### src/csr_pkg.sv
// Package for the core system register group: offsets, field positions,
// reset values, operation codes and the packed carriers shared by the block.
// Assumes a single 100 MHz clock and a synchronous active-high reset.
`default_nettype none

package csr_pkg;

	// ****************************************************************
	// Register addresses on the 8-bit register address bus.
	// ****************************************************************
	localparam logic [7:0] ADDR_INT_CTRL = 8'hE6;
	localparam logic [7:0] ADDR_FLAGS = 8'hE7;
	localparam logic [7:0] ADDR_PTR_LOW = 8'hE8;
	localparam logic [7:0] ADDR_PTR_HIGH = 8'hE9;

	// ****************************************************************
	// Reset values.
	// ****************************************************************
	localparam logic [7:0] RST_INT_CTRL = 8'h87;
	localparam logic [7:0] RST_FLAGS = 8'h00;
	localparam logic [7:0] RST_PTR = 8'h00;
	localparam logic [2:0] RST_NEST_LVL = 3'h7;
	localparam logic [4:0] RST_BLK_HI = 5'h01;

	// ****************************************************************
	// Field positions of the interrupt control register.
	// ****************************************************************
	localparam int ICR_GLOBAL_TIMER_COUNT_ENABLE = 7;
	localparam int ICR_PEND = 6;
	localparam int ICR_GATE = 5;
	localparam int ICR_IEN = 4;
	localparam int ICR_ARB = 3;

	// ****************************************************************
	// Field positions of the status flag register.
	// ****************************************************************
	localparam int FL_C = 7;
	localparam int FL_Z = 6;
	localparam int FL_S = 5;
	localparam int FL_V = 4;
	localparam int FL_DA = 3;
	localparam int FL_H = 2;
	localparam int FL_RSV = 1;
	localparam int FL_DP = 0;

	// ****************************************************************
	// Pointer register fields and the depth of the saved flag stack.
	// ****************************************************************
	localparam int PTR_SCHEME = 2;
	localparam int SAVE_DEPTH = 7;

	// Single-cycle operation codes from instruction execution.
	typedef enum logic [3:0] {
		CSR_OP_NONE = 4'h0,
		CSR_OP_EI = 4'h1,
		CSR_OP_DI = 4'h2,
		CSR_OP_SCF = 4'h3,
		CSR_OP_RCF = 4'h4,
		CSR_OP_CCF = 4'h5,
		CSR_OP_SDM = 4'h6,
		CSR_OP_SPM = 4'h7,
		CSR_OP_SRP = 4'h8,
		CSR_OP_SET_LOW_POINTER_OP = 4'h9,
		CSR_OP_SET_HIGH_POINTER_OP = 4'hA,
		CSR_OP_IRET = 4'hB
	} csr_op_t;

	// Flag update from the arithmetic unit.
	typedef struct packed {
		logic upd;        // Zero, sign and overflow update.
		logic upd_c;      // Carry update.
		logic upd_bcd;    // Decimal-kind and half-carry update.
		logic word;       // Word operation.
		logic [15:0] res; // Accumulator result.
		logic carry;      // Carry out of the top bit.
		logic ovf;        // Two's-complement overflow.
		logic sub;        // Operation was a subtraction.
		logic half;       // Carry out of or borrow into bit 3.
	} csr_alu_t;

	// Whole state of the block.
	typedef struct packed {
		logic [7:0] icr;
		logic [7:0] flags;
		logic [7:0] ptr_lo;
		logic [7:0] ptr_hi;
		logic [2:0] nest_lvl;
		logic [2:0] depth;
		logic [SAVE_DEPTH-1:0][7:0] save;
		logic [7:0] rdata;
		logic timer_en;
		logic top_ack_ok;
		logic irq_ok;
		logic [4:0] blk_lo;
		logic [4:0] blk_hi;
	} csr_state_t;

endpackage : csr_pkg

`default_nettype wire

### src/csr_core_regs.sv
// Core system registers: interrupt control, status flags, working pointers.
// Assumes the instruction logic and interrupt controller drive the op and
// event inputs as one-cycle pulses on clk, with no pin crossing needed.
`timescale 1ns/1ps
`default_nettype none

module csr_core_regs (
	input wire logic clk,
	input wire logic srst,
	input wire logic [7:0] reg_addr,
	input wire logic reg_wr,
	input wire logic [7:0] reg_wdata,
	output logic [7:0] reg_rdata,
	input wire csr_pkg::csr_op_t op,
	input wire logic [4:0] op_block,
	input wire csr_pkg::csr_alu_t alu,
	input wire logic top_req,
	input wire logic irq_ack,
	input wire logic [2:0] irq_level,
	input wire logic timer_ce,
	input wire logic top_mask,
	output logic timer_run,
	output logic top_ack_allowed,
	output logic irq_allowed,
	output logic [7:0] int_ctrl,
	output logic [7:0] flags,
	output logic [2:0] nesting_level,
	output logic [2:0] saved_count,
	output logic [4:0] block_low,
	output logic [4:0] block_high
);

	// ****************************************************************
	// State and next state.
	// ****************************************************************
	csr_pkg::csr_state_t st_r; // Every flip-flop of the block.
	csr_pkg::csr_state_t st_nxt; // Next value of the whole state.

	// Local shorthands, filled at the top of the combinational process.
	logic [7:0] ires; // Result byte used for the byte flags.
	logic top_bit; // Result top bit for byte or word.
	logic is_zero; // Result is zero at the operation's width.
	logic [2:0] lvl_nxt; // Priority level after this cycle.

	// ****************************************************************
	// Next-state logic.
	// ****************************************************************
	// Register writes come first, then hardware events, so that a hardware
	// event in the same cycle as a software write has the final word.
	always_comb
	begin
		st_nxt = st_r;
		ires = alu.res[7:0];
		top_bit = alu.word ? alu.res[15] : alu.res[7];
		is_zero = alu.word ? (alu.res == 16'h0000) : (ires == 8'h00);
		lvl_nxt = st_r.icr[2:0];

		// Software writes from the register bus.
		if (reg_wr)
		begin
			case (reg_addr)
				csr_pkg::ADDR_INT_CTRL:
				begin
					// Writing one sets pending; a zero clears it.
					st_nxt.icr = reg_wdata;
				end
				csr_pkg::ADDR_FLAGS:
				begin
					st_nxt.flags = reg_wdata;
				end
				csr_pkg::ADDR_PTR_LOW:
				begin
					st_nxt.ptr_lo = {reg_wdata[7:2], 2'b00};
				end
				csr_pkg::ADDR_PTR_HIGH:
				begin
					st_nxt.ptr_hi = {reg_wdata[7:2], 2'b00};
				end
				default:
				begin
					// Other addresses belong to other blocks.
				end
			endcase
		end

		// Top-level request from the interrupt controller; set wins.
		if (top_req)
		begin
			st_nxt.icr[csr_pkg::ICR_PEND] = 1'b1;
		end

		// Instruction-driven operations.
		case (op)
			csr_pkg::CSR_OP_EI:
			begin
				st_nxt.icr[csr_pkg::ICR_IEN] = 1'b1;
			end
			csr_pkg::CSR_OP_DI:
			begin
				st_nxt.icr[csr_pkg::ICR_IEN] = 1'b0;
			end
			csr_pkg::CSR_OP_SCF:
			begin
				st_nxt.flags[csr_pkg::FL_C] = 1'b1;
			end
			csr_pkg::CSR_OP_RCF:
			begin
				st_nxt.flags[csr_pkg::FL_C] = 1'b0;
			end
			csr_pkg::CSR_OP_CCF:
			begin
				st_nxt.flags[csr_pkg::FL_C] = ~st_r.flags[csr_pkg::FL_C];
			end
			csr_pkg::CSR_OP_SDM:
			begin
				st_nxt.flags[csr_pkg::FL_DP] = 1'b1;
			end
			csr_pkg::CSR_OP_SPM:
			begin
				st_nxt.flags[csr_pkg::FL_DP] = 1'b0;
			end
			csr_pkg::CSR_OP_SRP:
			begin
				// Single mode: only the low pointer carries the block.
				st_nxt.ptr_lo = {op_block, 3'b000};
				st_nxt.ptr_hi[csr_pkg::PTR_SCHEME] = 1'b0;
			end
			csr_pkg::CSR_OP_SET_LOW_POINTER_OP:
			begin
				st_nxt.ptr_lo = {op_block, 3'b100};
				st_nxt.ptr_hi[csr_pkg::PTR_SCHEME] = 1'b1;
			end
			csr_pkg::CSR_OP_SET_HIGH_POINTER_OP:
			begin
				st_nxt.ptr_hi = {op_block, 3'b100};
				st_nxt.ptr_lo[csr_pkg::PTR_SCHEME] = 1'b1;
			end
			csr_pkg::CSR_OP_IRET:
			begin
				// Return: restore the flags, level and enable.
				st_nxt.icr[csr_pkg::ICR_IEN] = 1'b1;
				lvl_nxt = st_r.nest_lvl;
				if (st_r.depth != 3'd0)
				begin
					st_nxt.flags = st_r.save[0];
					for (int i = 0; i < csr_pkg::SAVE_DEPTH - 1; i++)
					begin
						st_nxt.save[i] = st_r.save[i + 1];
					end
					st_nxt.depth = st_r.depth - 3'd1;
				end
			end
			default:
			begin
				// No operation this cycle.
			end
		endcase

		// Flag updates from the arithmetic unit.
		if (alu.upd)
		begin
			st_nxt.flags[csr_pkg::FL_Z] = is_zero;
			st_nxt.flags[csr_pkg::FL_S] = top_bit;
			st_nxt.flags[csr_pkg::FL_V] = alu.ovf;
		end
		if (alu.upd_c)
		begin
			st_nxt.flags[csr_pkg::FL_C] = alu.carry;
		end
		if (alu.upd_bcd)
		begin
			st_nxt.flags[csr_pkg::FL_DA] = alu.sub;
			st_nxt.flags[csr_pkg::FL_H] = alu.half;
		end

		// Interrupt acknowledge: save flags, save level, load new one.
		if (irq_ack)
		begin
			st_nxt.icr[csr_pkg::ICR_IEN] = 1'b0;
			st_nxt.nest_lvl = st_r.icr[2:0];
			lvl_nxt = irq_level;
			// The stack is seven deep; a further push drops the oldest.
			for (int i = csr_pkg::SAVE_DEPTH - 1; i > 0; i--)
			begin
				st_nxt.save[i] = st_r.save[i - 1];
			end
			st_nxt.save[0] = st_r.flags;
			if (st_r.depth != 3'(csr_pkg::SAVE_DEPTH))
			begin
				st_nxt.depth = st_r.depth + 3'd1;
			end
		end
		if (op == csr_pkg::CSR_OP_IRET || irq_ack)
		begin
			st_nxt.icr[2:0] = lvl_nxt;
		end

		// The reserved flag bit never holds a one.
		st_nxt.flags[csr_pkg::FL_RSV] = 1'b0;

		// Derived outputs, all registered.
		st_nxt.rdata = 8'h00;
		case (reg_addr)
			csr_pkg::ADDR_INT_CTRL: st_nxt.rdata = st_nxt.icr;
			csr_pkg::ADDR_FLAGS: st_nxt.rdata = st_nxt.flags;
			csr_pkg::ADDR_PTR_LOW: st_nxt.rdata = st_nxt.ptr_lo;
			csr_pkg::ADDR_PTR_HIGH: st_nxt.rdata = st_nxt.ptr_hi;
			default: st_nxt.rdata = 8'h00;
		endcase
		st_nxt.timer_en = st_nxt.icr[csr_pkg::ICR_GLOBAL_TIMER_COUNT_ENABLE] & timer_ce;
		// Top level: mask alone, or mask and global enable.
		st_nxt.top_ack_ok = top_mask &
			(~st_nxt.icr[csr_pkg::ICR_GATE] |
			st_nxt.icr[csr_pkg::ICR_IEN]);
		st_nxt.irq_ok = st_nxt.icr[csr_pkg::ICR_IEN];
		// Twin mode uses each pointer; single mode rounds down to even.
		if (st_nxt.ptr_lo[csr_pkg::PTR_SCHEME])
		begin
			st_nxt.blk_lo = st_nxt.ptr_lo[7:3];
			st_nxt.blk_hi = st_nxt.ptr_hi[7:3];
		end
		else
		begin
			st_nxt.blk_lo = {st_nxt.ptr_lo[7:4], 1'b0};
			st_nxt.blk_hi = {st_nxt.ptr_lo[7:4], 1'b1};
		end
	end

	// ****************************************************************
	// State register.
	// ****************************************************************
	always_ff @(posedge clk)
	begin
		if (srst)
		begin
			st_r <= '0;
			st_r.icr <= csr_pkg::RST_INT_CTRL;
			st_r.flags <= csr_pkg::RST_FLAGS;
			st_r.ptr_lo <= csr_pkg::RST_PTR;
			st_r.ptr_hi <= csr_pkg::RST_PTR;
			st_r.nest_lvl <= csr_pkg::RST_NEST_LVL;
			st_r.top_ack_ok <= 1'b0;
			// Pointers at zero mean single mode, blocks 0 and 1.
			st_r.blk_hi <= csr_pkg::RST_BLK_HI;
		end
		else
		begin
			st_r <= st_nxt;
		end
	end

	// Outputs straight from the flip-flops.
	assign reg_rdata = st_r.rdata;
	assign timer_run = st_r.timer_en;
	assign top_ack_allowed = st_r.top_ack_ok;
	assign irq_allowed = st_r.irq_ok;
	assign int_ctrl = st_r.icr;
	assign flags = st_r.flags;
	assign nesting_level = st_r.nest_lvl;
	assign saved_count = st_r.depth;
	assign block_low = st_r.blk_lo;
	assign block_high = st_r.blk_hi;
endmodule : csr_core_regs

`default_nettype wire

### config.mk
export PLATFORM = sky130hd
export DESIGN_NAME = csr_core_regs
export DESIGN_NICKNAME = d
export VERILOG_FILES = /design/src/csr_pkg.sv /design/src/csr_core_regs.sv
export SDC_FILE = /design/constraint.sdc
export NUM_CORES = 1
export LEC_CHECK = 0
export BUFFER_PORTS_ARGS = -buffer_cell sky130_fd_sc_hd__buf_2
export CORE_MARGIN = 2
export CORE_UTILIZATION = 56
export CTS_CLUSTER_DIAMETER = 120
export DETAILED_ROUTE_END_ITERATION = 12
export HOLD_SLACK_MARGIN = 0.1
export PLACE_DENSITY = 0.76
export SYNTH_ARGS = -nofsm -noshare
export SYNTH_HDL_FRONTEND = slang
export SYNTH_SLANG_ARGS = --single-unit
### constraint.sdc
create_clock -name clk -period 2.8 [get_ports clk]
set_input_delay 0.42 -clock clk [delete_from_list [all_inputs] [get_ports clk]]
set_output_delay 0.42 -clock clk [all_outputs]
set_load 0.02 [all_outputs]
==> flow_summary.json, run 1 <==
{
  "initial_utilization_pct": 57.2,
  "max_slew_margin_pct": 64.5,
  "ctsHoldBuffers": 0,
  "clock_sinks": 102,
  "antenna_found_initial": 1,
  "power.density_nw_per_um2": 458,
  "crit_family": "buffers and inverters",
  "synth_warnings": 0,
  "ys_top_cells_by_area": "dfxtp_1 37%, mux2i_1 12%, mux2_2 8.3%",
  "finalSetupViolations": 0,
  "wl_per_cell_um": 16.8,
  "netlist_instances": 622,
  "synth.net_count": 685,
  "crit_slowest_cell": "buf_4",
  "routed.top_layer": "met4",
  "vias_per_cell": 5.81,
  "dr.pass1.iters": 4,
  "max_cap_viol_count": 0,
  "end_kind": "flip-flop",
  "syn_area_per_cell_um2": 8.91,
  "worst_ep_required_time_ns": 3.04,
  "critical_path_class": "reg2reg",
  "clock_skew_ns": 0.0174,
  "worstPathMaxFanout": 36,
  "h-tree-depth": 3,
  "fin_crit_ns": 2.29,
  "slew_violations": 0,
  "synth_area_leader_cell": "dfxtp_1",
  "max_freq_mhz": 437,
  "synth.cell_area_um2": 5540,
  "critPathMaxStageDelay_ns": 0.46,
  "coreArea_um2": 9680,
  "clk_latency_ns": 0.38,
  "p_leak_nw": 2.72,
  "die_h_um": 104,
  "hold_path_class": "in2reg",
  "vias": 4682,
  "worstSetupStartpointType": "flip-flop",
  "fillerInstances": 869,
  "outcome": "finished clean",
  "multiInputGateArea_um2": 2990,
  "ctsRootBufferMaster": "clkbuf_8",
  "worstMarginPinSlew_ns": 0.529,
  "hpwlAfterDp_um": 9820,
  "grt_use_total_pct": 25.5,
  "critPathBufInv": 2,
  "cts_tree": "yes",
  "numCtsBuffers": 9,
  "cp_num_cells": 8,
  "cp_cell_sequence": "inv_1, ha_1, nand2b_1, nand2_2, buf_4, mux2_2, mux2i_1, nor2_1",
  "drcViolationCount": 0,
  "fin_crit_sh_pct": 81.7,
  "ant_nets": 0,
  "yosysSeqAreaShare_pct": 36.8,
  "ys_seq_elements": 102,
  "ys.flop_type": "dfxtp_1",
  "synth_edf_count": 0,
  "die_w_um": 104,
  "routed_wl_um": 13600,
  "grt_pass1_vias": 4518,
  "areaGrowthSynthToFinish_pct": 8.69,
  "io_buffers": 100,
  "synth_top_area_share_pct": 36.8,
  "hold_violations": 0,
  "rsz0062_at_grt": "no",
  "fin_setup_tns_ns": 0,
  "place_ws_ns": 0.421,
  "die-area_um2": 10700,
  "dr_wl_met2_um": 6090,
  "grt_overflow_total": 0,
  "wl_met3_um": 986,
  "ctsResizeCount": 0,
  "rows": 36,
  "first_iter_violations": 237,
  "worstPathArrival_ns": 2.52,
  "gp_congestion": 0.899,
  "whs_path_depth": 3,
  "fin_ws_ns": 0.514,
  "nets": 731,
  "vdd_drop_max_v": 0.000267,
  "io_pins": 102,
  "grt_first_pass_wirelength_um": 22400,
  "grt_max_degree": 70,
  "post_cts_buffers": 0,
  "cts_max_path_buffers": 2,
  "wl_met1_um": 6180,
  "ys_types": 63,
  "utilization_pct": 62.2,
  "seqCellArea_um2": 2040,
  "clk_pin_slew_ns": 0.10,
  "drive_above_1_share_pct": 26.9,
  "synth_common_cells": "102 x dfxtp_1, 73 x nor2_1, 68 x mux2i_1, 50 x nand2_1, 41 x mux2_2",
  "async_reset_ff_share_pct": 0,
  "synth_most_common_cell": "dfxtp_1",
  "reg2reg_depth": 8
}
==> routing by layer <==
layer	track usage [%]	vias up
met4	9.27	0
met5	0	-
met2	40.1	180
met1	33.7	2201
li1	-	2277
met3	7.11	24
==> sequential cells by signal, summed over array words and instances, names as in the netlist <==
signal           cells
nesting_level        3
saved_count          3
block_high           5
top_ack_allowed      1
timer_run            1
reg_rdata            8
block_low            1
st_r                65
int_ctrl             8
flags                7
==> worst paths after layout <==
kind | slack, ns | start | endpoint
worst min-delay path | 0.26 | top_mask | top_ack_allowed
worst max register to register | 0.51 | saved_count[1] | st_r[28]
worst min register to register | 0.50 | st_r[83] | st_r[83]
worst max-delay path | 0.51 | saved_count[1] | st_r[28]
==> placed cells by master, fill, tap and decap left out, types with 8 or more instances in the layout <==
master / synthesis / layout
buf_4: 40 / 14
clkbuf_8: 0 / 9
inv_1: 9 / 9
a21oi_1: 15 / 15
mux2_2: 41 / 41
dfxtp_1: 102 / 102
buf_2: 12 / 100
nor2_1: 73 / 73
nor2b_1: 10 / 10
a31oi_1: 10 / 10
a311oi_1: 8 / 8
nand2_1: 50 / 50
and2_1: 12 / 12
o31ai_1: 10 / 10
mux2i_1: 68 / 68
o21ai_0: 19 / 19
nand3_1: 13 / 13
==> final cells by class <==
cell class	count	area share [%]
diodes	1	0.0415
clock buffers	10	2.12
clock inverters	5	0.581
inverters	10	0.623
multi-input cells	430	49.6
flip-flops and latches	102	33.9
well taps	133	2.76
repair buffers	115	10.4
==> worst min-delay path, delay by kind of cell <==
| family | cells | cell delay [ns] |
|---|---|---|
| buffers and inverters | 1 | 0.10 |
| AO/OA/AOI/OAI | 1 | 0.04 |
| AND/OR/NAND/NOR | 1 | 0.04 |
==> stage by stage <==
| stage | hold slack, ns | cells | instance area [um2] | total power, W |
|---|---|---|---|---|
| CTS | 0.251 | 805 | 6020 | 0.00277 |
| global route | 0.269 | 805 | 6020 | 0.00287 |
| global placement | 0.469 | 790 | 5860 | 0.00194 |
| detailed placement | 0.485 | 790 | 5860 | 0.00194 |
| floorplan | 0.456 | 622 | 5540 | 0.00183 |
| finish | 0.257 | 806 | 6030 | 0.00276 |
==> cells by family (layout without fill, tap and decap cells) <==
logic type,after synthesis,after routing,synth area share [%]
buf+inv,90,140,9.25
other cells,1,2,0.0676
fa+ha+maj,4,4,0.903
simple gates,216,216,20.0
compound gates,99,99,12.2
mux,109,109,20.6
xor+xnor,1,1,0.158
flops,102,102,36.8
==> power breakdown <==
| part | switching (W) | total [W] | internal, W | leakage [nW] |
|---|---|---|---|---|
| clock network | 0.000523 | 0.000844 | 0.000321 | 0.0825 |
| logic | 0.000240 | 0.000397 | 0.000157 | 1.81 |
| registers | 0.0000295 | 0.00152 | 0.00149 | 0.828 |
Note: power is estimated with default switching activity, not from simulation.
==> run 2: changes to the inputs <==
--- a/config.mk
+++ b/config.mk
@@ -7,11 +7,11 @@
 export LEC_CHECK = 0
 export BUFFER_PORTS_ARGS = -buffer_cell sky130_fd_sc_hd__buf_2
 export CORE_MARGIN = 2
-export CORE_UTILIZATION = 56
+export CORE_UTILIZATION = 51
 export CTS_CLUSTER_DIAMETER = 120
 export DETAILED_ROUTE_END_ITERATION = 12
 export HOLD_SLACK_MARGIN = 0.1
-export PLACE_DENSITY = 0.76
+export PLACE_DENSITY = 0.73
 export SYNTH_ARGS = -nofsm -noshare
 export SYNTH_HDL_FRONTEND = slang
 export SYNTH_SLANG_ARGS = --single-unit
==> constraint.sdc (replaced) <==
create_clock -name clk -period 2 [get_ports clk]
set_input_delay 0.3 -clock clk [delete_from_list [all_inputs] [get_ports clk]]
set_output_delay 0.3 -clock clk [all_outputs]
set_load 0.02 [all_outputs]
==> run 2 against run 1 <==
Against the previous run:
- largest power group unchanged
- final area rose by 5.3%
- sequential power increased by 39%
- setup slack worse by 0.38 ns
- register-to-register slack worse by 0.38 ns
- die area rose by 9.4%
- critical path depth did not move
- clock power grew 67%
- clock skew is 0.0054 ns lower
- global-route usage is 0.45 points higher
- largest cell class unchanged
- utilization shrank 3.2 points
- first-iteration DRC count rose by 60%
==> flow_summary.json, run 2 (synthesis gave the netlist of run 1 again) <==
{
  "whs_path_depth": 3,
  "io_pins": 102,
  "holdWs_ns": 0.146,
  "place_inst": 828,
  "cts_max_path_buffers": 2,
  "clk_latency_ns": 0.39,
  "p_comb_share_pct": 14.8,
  "power.density_nw_per_um2": 653,
  "fin_crit_sh_pct": 93.4,
  "worstPathMaxFanout": 3,
  "numCtsBuffers": 9,
  "dr.pass1.iters": 6,
  "slew_violations": 0,
  "ant_nets": 0,
  "end_kind": "flip-flop",
  "max_cap_viol_count": 0,
  "gp_congestion": 0.969,
  "hpwlAfterDp_um": 11300,
  "hold_violations": 0,
  "routed_wl_um": 15100,
  "finalSetupViolations": 0,
  "initial_utilization_pct": 51.6,
  "clk_pin_slew_ns": 0.10,
  "top_register": "st_r",
  "r2r_setup_slack_ns": 0.13,
  "diodes": 0,
  "crit_slowest_cell": "dfxtp_1",
  "worstSetupStartpointType": "flip-flop",
  "grt_pass1_vias": 4723,
  "final_cell_mix": "102 x dfxtp_1, 100 x buf_2, 73 x nor2_1",
  "fin_setup_tns_ns": 0,
  "antenna_found_initial": 0,
  "layout_commonest_cell": "dfxtp_1",
  "hp-start": "top_mask",
  "critical_path_class": "reg2reg",
  "min_to": "top_ack_allowed",
  "outcome": "finished clean",
  "die_h_um": 108,
  "p_seq_share_pct": 51.2,
  "seqCellArea_um2": 2040,
  "intPower_w": 0.00297,
  "clock_power_share_pct": 34.0,
  "first_iter_violations": 379,
  "reg2reg_depth": 8,
  "io_buffers": 100,
  "fin_crit_ns": 1.87,
  "swShare_pct": 28.3,
  "power_w": 0.00414,
  "crit_top_cell": "buf_4",
  "rr_startpoint": "saved_count[0]",
  "vias_per_cell": 5.81,
  "cts_tree": "yes",
  "multiInputGateArea_um2": 2990,
  "worstReg2RegEnd": "reg_rdata[5]",
  "grt_max_degree": 60,
  "vias": 4905,
  "h-tree-depth": 3,
  "ctsRootBufferMaster": "clkbuf_8",
  "critPathMaxStageDelay_ns": 0.34,
  "areaGrowthSynthToFinish_pct": 14.4,
  "fillerInstances": 972,
  "grt_overflow_total": 0,
  "drcViolationCount": 0,
  "p_sw_w": 0.00117,
  "grt_use_total_pct": 26.0,
  "nets": 762,
  "drive_above_1_share_pct": 30.5,
  "max_freq_mhz": 536,
  "p_leak_nw": 2.91,
  "clock_sinks": 102,
  "clock_skew_ns": 0.0119,
  "die-area_um2": 11700,
  "vdd_drop_max_v": 0.000374,
  "die_w_um": 108,
  "coreArea_um2": 10700,
  "worstPathArrival_ns": 2.13,
  "final-instance-count-excl-fill": 844,
  "rsz0062_at_grt": "no",
  "hold_path_class": "in2reg",
  "rows": 38,
  "ctsHoldBuffers": 0,
  "worst_ep_required_time_ns": 2.27,
  "wl_per_cell_um": 17.9,
  "largest_register_ffs": 65,
  "grt_first_pass_wirelength_um": 23600,
  "cp_cell_sequence": "inv_1, ha_1, buf_4, nand2b_1, buf_4, a21oi_1, a211o_1, a31oi_1"
}
## run 2: cell types whose count changed in the layout (fill, tap and decap cells not counted), sizes merged
cell,delta
diode,-1
bufinv,+1
clkinv,-3
inv,+3
buf,+31
## run 2: repair_timing
| item | CTS | global route |
|---|---|---|
| setup buffers | 0 | 0 |
| endpoints found under the setup margin | 0 | 2 |
| resized for setup | 0 | 1 |
## run 2: through the flow
stage / setup slack [ns] / util (%) / cell area [um2]
after CTS: 0.0845 / 59.0 / 6340
after global routing: 0.00546 / 59.0 / 6340
final: 0.133 / 59.0 / 6340
after global placement: -0.0275 / 57.0 / 6130
after detailed placement: -0.118 / 57.0 / 6130
after floorplan: 0.0191 / - / 5540
## run 2: layer usage
layer	up-vias	share of wire, %	global-route usage [%]
met2	211	46	41.5
met3	33	7.3	5.24
met5	-	0	0
met1	2324	44	33.9
li1	2337	-	-
met4	0	2.6	11.4
## run 2: critical path: cells and delay by family (launching register included)
kind | cells | cell delay [ns]
AO/OA/AOI/OAI | 3 | 0.73
adder cells (fa/ha/maj) | 1 | 0.21
buffers and inverters | 3 | 0.35
flip-flops | 1 | 0.34
AND/OR/NAND/NOR | 1 | 0.11
## run 2: cell type report
| type | count | area share [%] |
|---|---|---|
| inverter | 10 | 0.592 |
| sequential | 102 | 32.2 |
| timing repair buffer | 146 | 13.9 |
| clock buffer | 10 | 2.17 |
| multi-input combinational | 430 | 47.2 |
| clock inverter | 6 | 1.18 |
| tap | 140 | 2.76 |
## run 2: power by group through the flow
| stage | combinational, W | sequential, W | clock (W) |
|---|---|---|---|
| detailed placement | 0.000606 | 0.00217 | 0 |
| CTS | 0.000610 | 0.00212 | 0.00144 |
| finish | 0.000615 | 0.00212 | 0.00141 |
| global route | 0.000665 | 0.00213 | 0.00151 |
| global placement | 0.000598 | 0.00217 | 0 |
| floorplan | 0.000405 | 0.00216 | 0 |
## run 2: worst max path at each step
stage,startpoint,end,slack (ns),cells past startpoint
after floorplan,reg_addr[4],reg_rdata[0],0.02,5
after global placement,reg_addr[4],block_high[2],-0.03,8
after detailed placement,reg_addr[4],reg_rdata[7],-0.12,6
after CTS,saved_count[0],reg_rdata[7],0.08,7
after global routing,saved_count[0],reg_rdata[7],0.005,7
final,saved_count[0],reg_rdata[5],0.13,8
==> run 3: changes to the inputs <==
--- a/config.mk
+++ b/config.mk
@@ -11,7 +11,7 @@
 export CTS_CLUSTER_DIAMETER = 120
 export DETAILED_ROUTE_END_ITERATION = 12
 export HOLD_SLACK_MARGIN = 0.1
-export PLACE_DENSITY = 0.73
+export PLACE_DENSITY = 0.84
 export SYNTH_ARGS = -nofsm -noshare
 export SYNTH_HDL_FRONTEND = slang
 export SYNTH_SLANG_ARGS = --single-unit
==> run 3 against run 2 <==
Against the previous run:
- utilization shrank 0.47 points
- register-to-register slack lost 0.02 ns
- maximum frequency shrank 1.3%
- critical path depth is the same
- hold slack lost 0.0063 ns
- combinational power shrank 5.5%
- sequential power is essentially flat
- final cell count shrank 1.2%
- clock power is essentially flat
- critical path type unchanged
- critical endpoint is now reg_rdata[6]
- highest routed layer unchanged
==> flow_summary.json, run 3 (synthesis gave the netlist of run 1 again) <==
{
  "rsz0062_at_grt": "no",
  "wl_met3_um": 964,
  "routed.top_layer": "met4",
  "io_buffers": 100,
  "numCtsBuffers": 9,
  "final_cell_mix": "100 x dfxtp_1, 100 x buf_2, 73 x nor2_1",
  "worstSetupStartpointType": "flip-flop",
  "worst_ep_required_time_ns": 2.28,
  "place_ws_ns": -0.0548,
  "grt_max_degree": 51,
  "die-area_um2": 11700,
  "multiInputGateArea_um2": 3010,
  "critPathMaxStageDelay_ns": 0.37,
  "diodes": 0,
  "p_comb_share_pct": 14.0,
  "max_freq_mhz": 529,
  "clk_pin_slew_ns": 0.09,
  "gp_congestion": 0.870,
  "cts_tree": "yes",
  "vdd_drop_max_v": 0.000323,
  "nets": 752,
  "largest_register_ffs": 65,
  "antenna_found_initial": 0,
  "wl_per_cell_um": 16.3,
  "grt_use_total_pct": 23.0,
  "clock_power_share_pct": 34.7,
  "final-instance-count-excl-fill": 834,
  "rows": 38,
  "outcome": "finished clean",
  "power_w": 0.00414,
  "die_h_um": 108,
  "finalSetupViolations": 0,
  "design_area_um2": 6290,
  "p_sw_w": 0.00111,
  "p_leak_nw": 2.87,
  "routed_wl_um": 13600,
  "ant_nets": 0,
  "critPathBufInv": 2,
  "power.density_nw_per_um2": 658,
  "ctsRootBufferMaster": "clkbuf_8",
  "crit_family": "compound AO/OA/AOI/OAI gates",
  "hpwlAfterDp_um": 10300,
  "grt_pass1_vias": 4427,
  "crit_slowest_cell": "dfxtp_2",
  "vias": 4810,
  "max_slew_margin_pct": 64.8,
  "fillerInstances": 949,
  "hold_path_class": "in2reg",
  "grt_overflow_total": 0,
  "coreArea_um2": 10700,
  "seqCellArea_um2": 2040,
  "slew_violations": 0,
  "cp_cell_sequence": "inv_1, ha_1, nand2b_1, nand2_2, buf_12, a311oi_4, o21ai_1, a31oi_1",
  "vias_per_cell": 5.77,
  "swShare_pct": 26.8,
  "clk_latency_ns": 0.38,
  "utilization_pct": 58.6,
  "place_inst": 818,
  "max_cap_viol_count": 0,
  "top_register": "st_r",
  "die_w_um": 108,
  "dpl_cell_area_um2": 6050,
  "dr.pass1.iters": 5,
  "areaGrowthSynthToFinish_pct": 13.5,
  "post_cts_buffers": 0,
  "wl_met1_um": 6090,
  "cts_max_path_buffers": 2,
  "clock_sinks": 102,
  "critical_path_class": "reg2reg",
  "drive_above_1_share_pct": 29.8,
  "grt_first_pass_wirelength_um": 21200,
  "fin_crit_sh_pct": 94.6,
  "worstPathArrival_ns": 2.17,
  "end_kind": "flip-flop",
  "fin_ws_ns": 0.108,
  "h-tree-depth": 3,
  "drcViolationCount": 0,
  "first_iter_violations": 286,
  "worstPathMaxFanout": 31,
  "intPower_w": 0.00303,
  "p_seq_share_pct": 51.3,
  "fin_crit_ns": 1.89,
  "worstMarginPinSlew_ns": 0.528,
  "clock_skew_ns": 0.00793,
  "hold_violations": 0,
  "initial_utilization_pct": 51.6,
  "dr_wl_met2_um": 6210,
  "io_pins": 102
}
## run 3: cell count changes in the layout (fill, tap and decap cells not counted), sizes merged
cell / before / now
buf: 146 / 136
clkinv: 1 / 5
inv: 13 / 10
bufinv: 1 / 2
clkbuf: 10 / 9
clkinvlp: 1 / 0
## run 3: metrics by stage
stage          TNS, ns  hold slack, ns
2_1_floorplan        0           0.416
3_3_place_gp    -0.163           0.471
3_5_place_dp   -0.0548           0.481
4_1_cts              0           0.125
5_1_grt              0           0.142
6_report             0           0.139
## run 3: cell type report
cell class | instances | area share [%]
clock buffer | 9 | 1.97
clock inverter | 7 | 1.53
inverter | 10 | 0.597
multi-input combinational | 430 | 47.8
sequential | 102 | 32.5
tap | 140 | 2.78
timing repair buffer | 136 | 12.8
## run 3: worst min-delay path, cell delays in order
cell     delay, ns
buf_2         0.10
nand2_1       0.05
a21oi_1       0.04
## run 3: routing by layer
layer	track usage, %	up-vias
li1	-	2313
met1	31.6	2289
met2	36.2	186
met3	3.01	22
met4	10.1	0
met5	0	-
## run 3: final timing paths
path             startpoint               to  slack, ns  cells past startpoint
max          saved_count[0]     reg_rdata[6]       0.11                      8
min                top_mask  top_ack_allowed       0.14                      3
max reg2reg  saved_count[0]     reg_rdata[6]       0.11                      8
min reg2reg        st_r[83]         st_r[83]       0.49                      1
## run 3: power groups by stage
stage	clock network, W	registers, W	logic [W]
floorplan	0	0.00216	0.000405
global placement	0	0.00217	0.000561
detailed placement	0	0.00217	0.000573
CTS	0.00148	0.00212	0.000577
global route	0.00155	0.00213	0.000633
finish	0.00144	0.00212	0.000581
## run 3: what timing repair did
| item | CTS | global route |
|---|---|---|
| cloned | 0 | 0 |
| setup endpoints to repair | 1 | 1 |
| resized for setup | 1 | 4 |
| hold buffers | 0 | 0 |
| pin swaps | 1 | 1 |
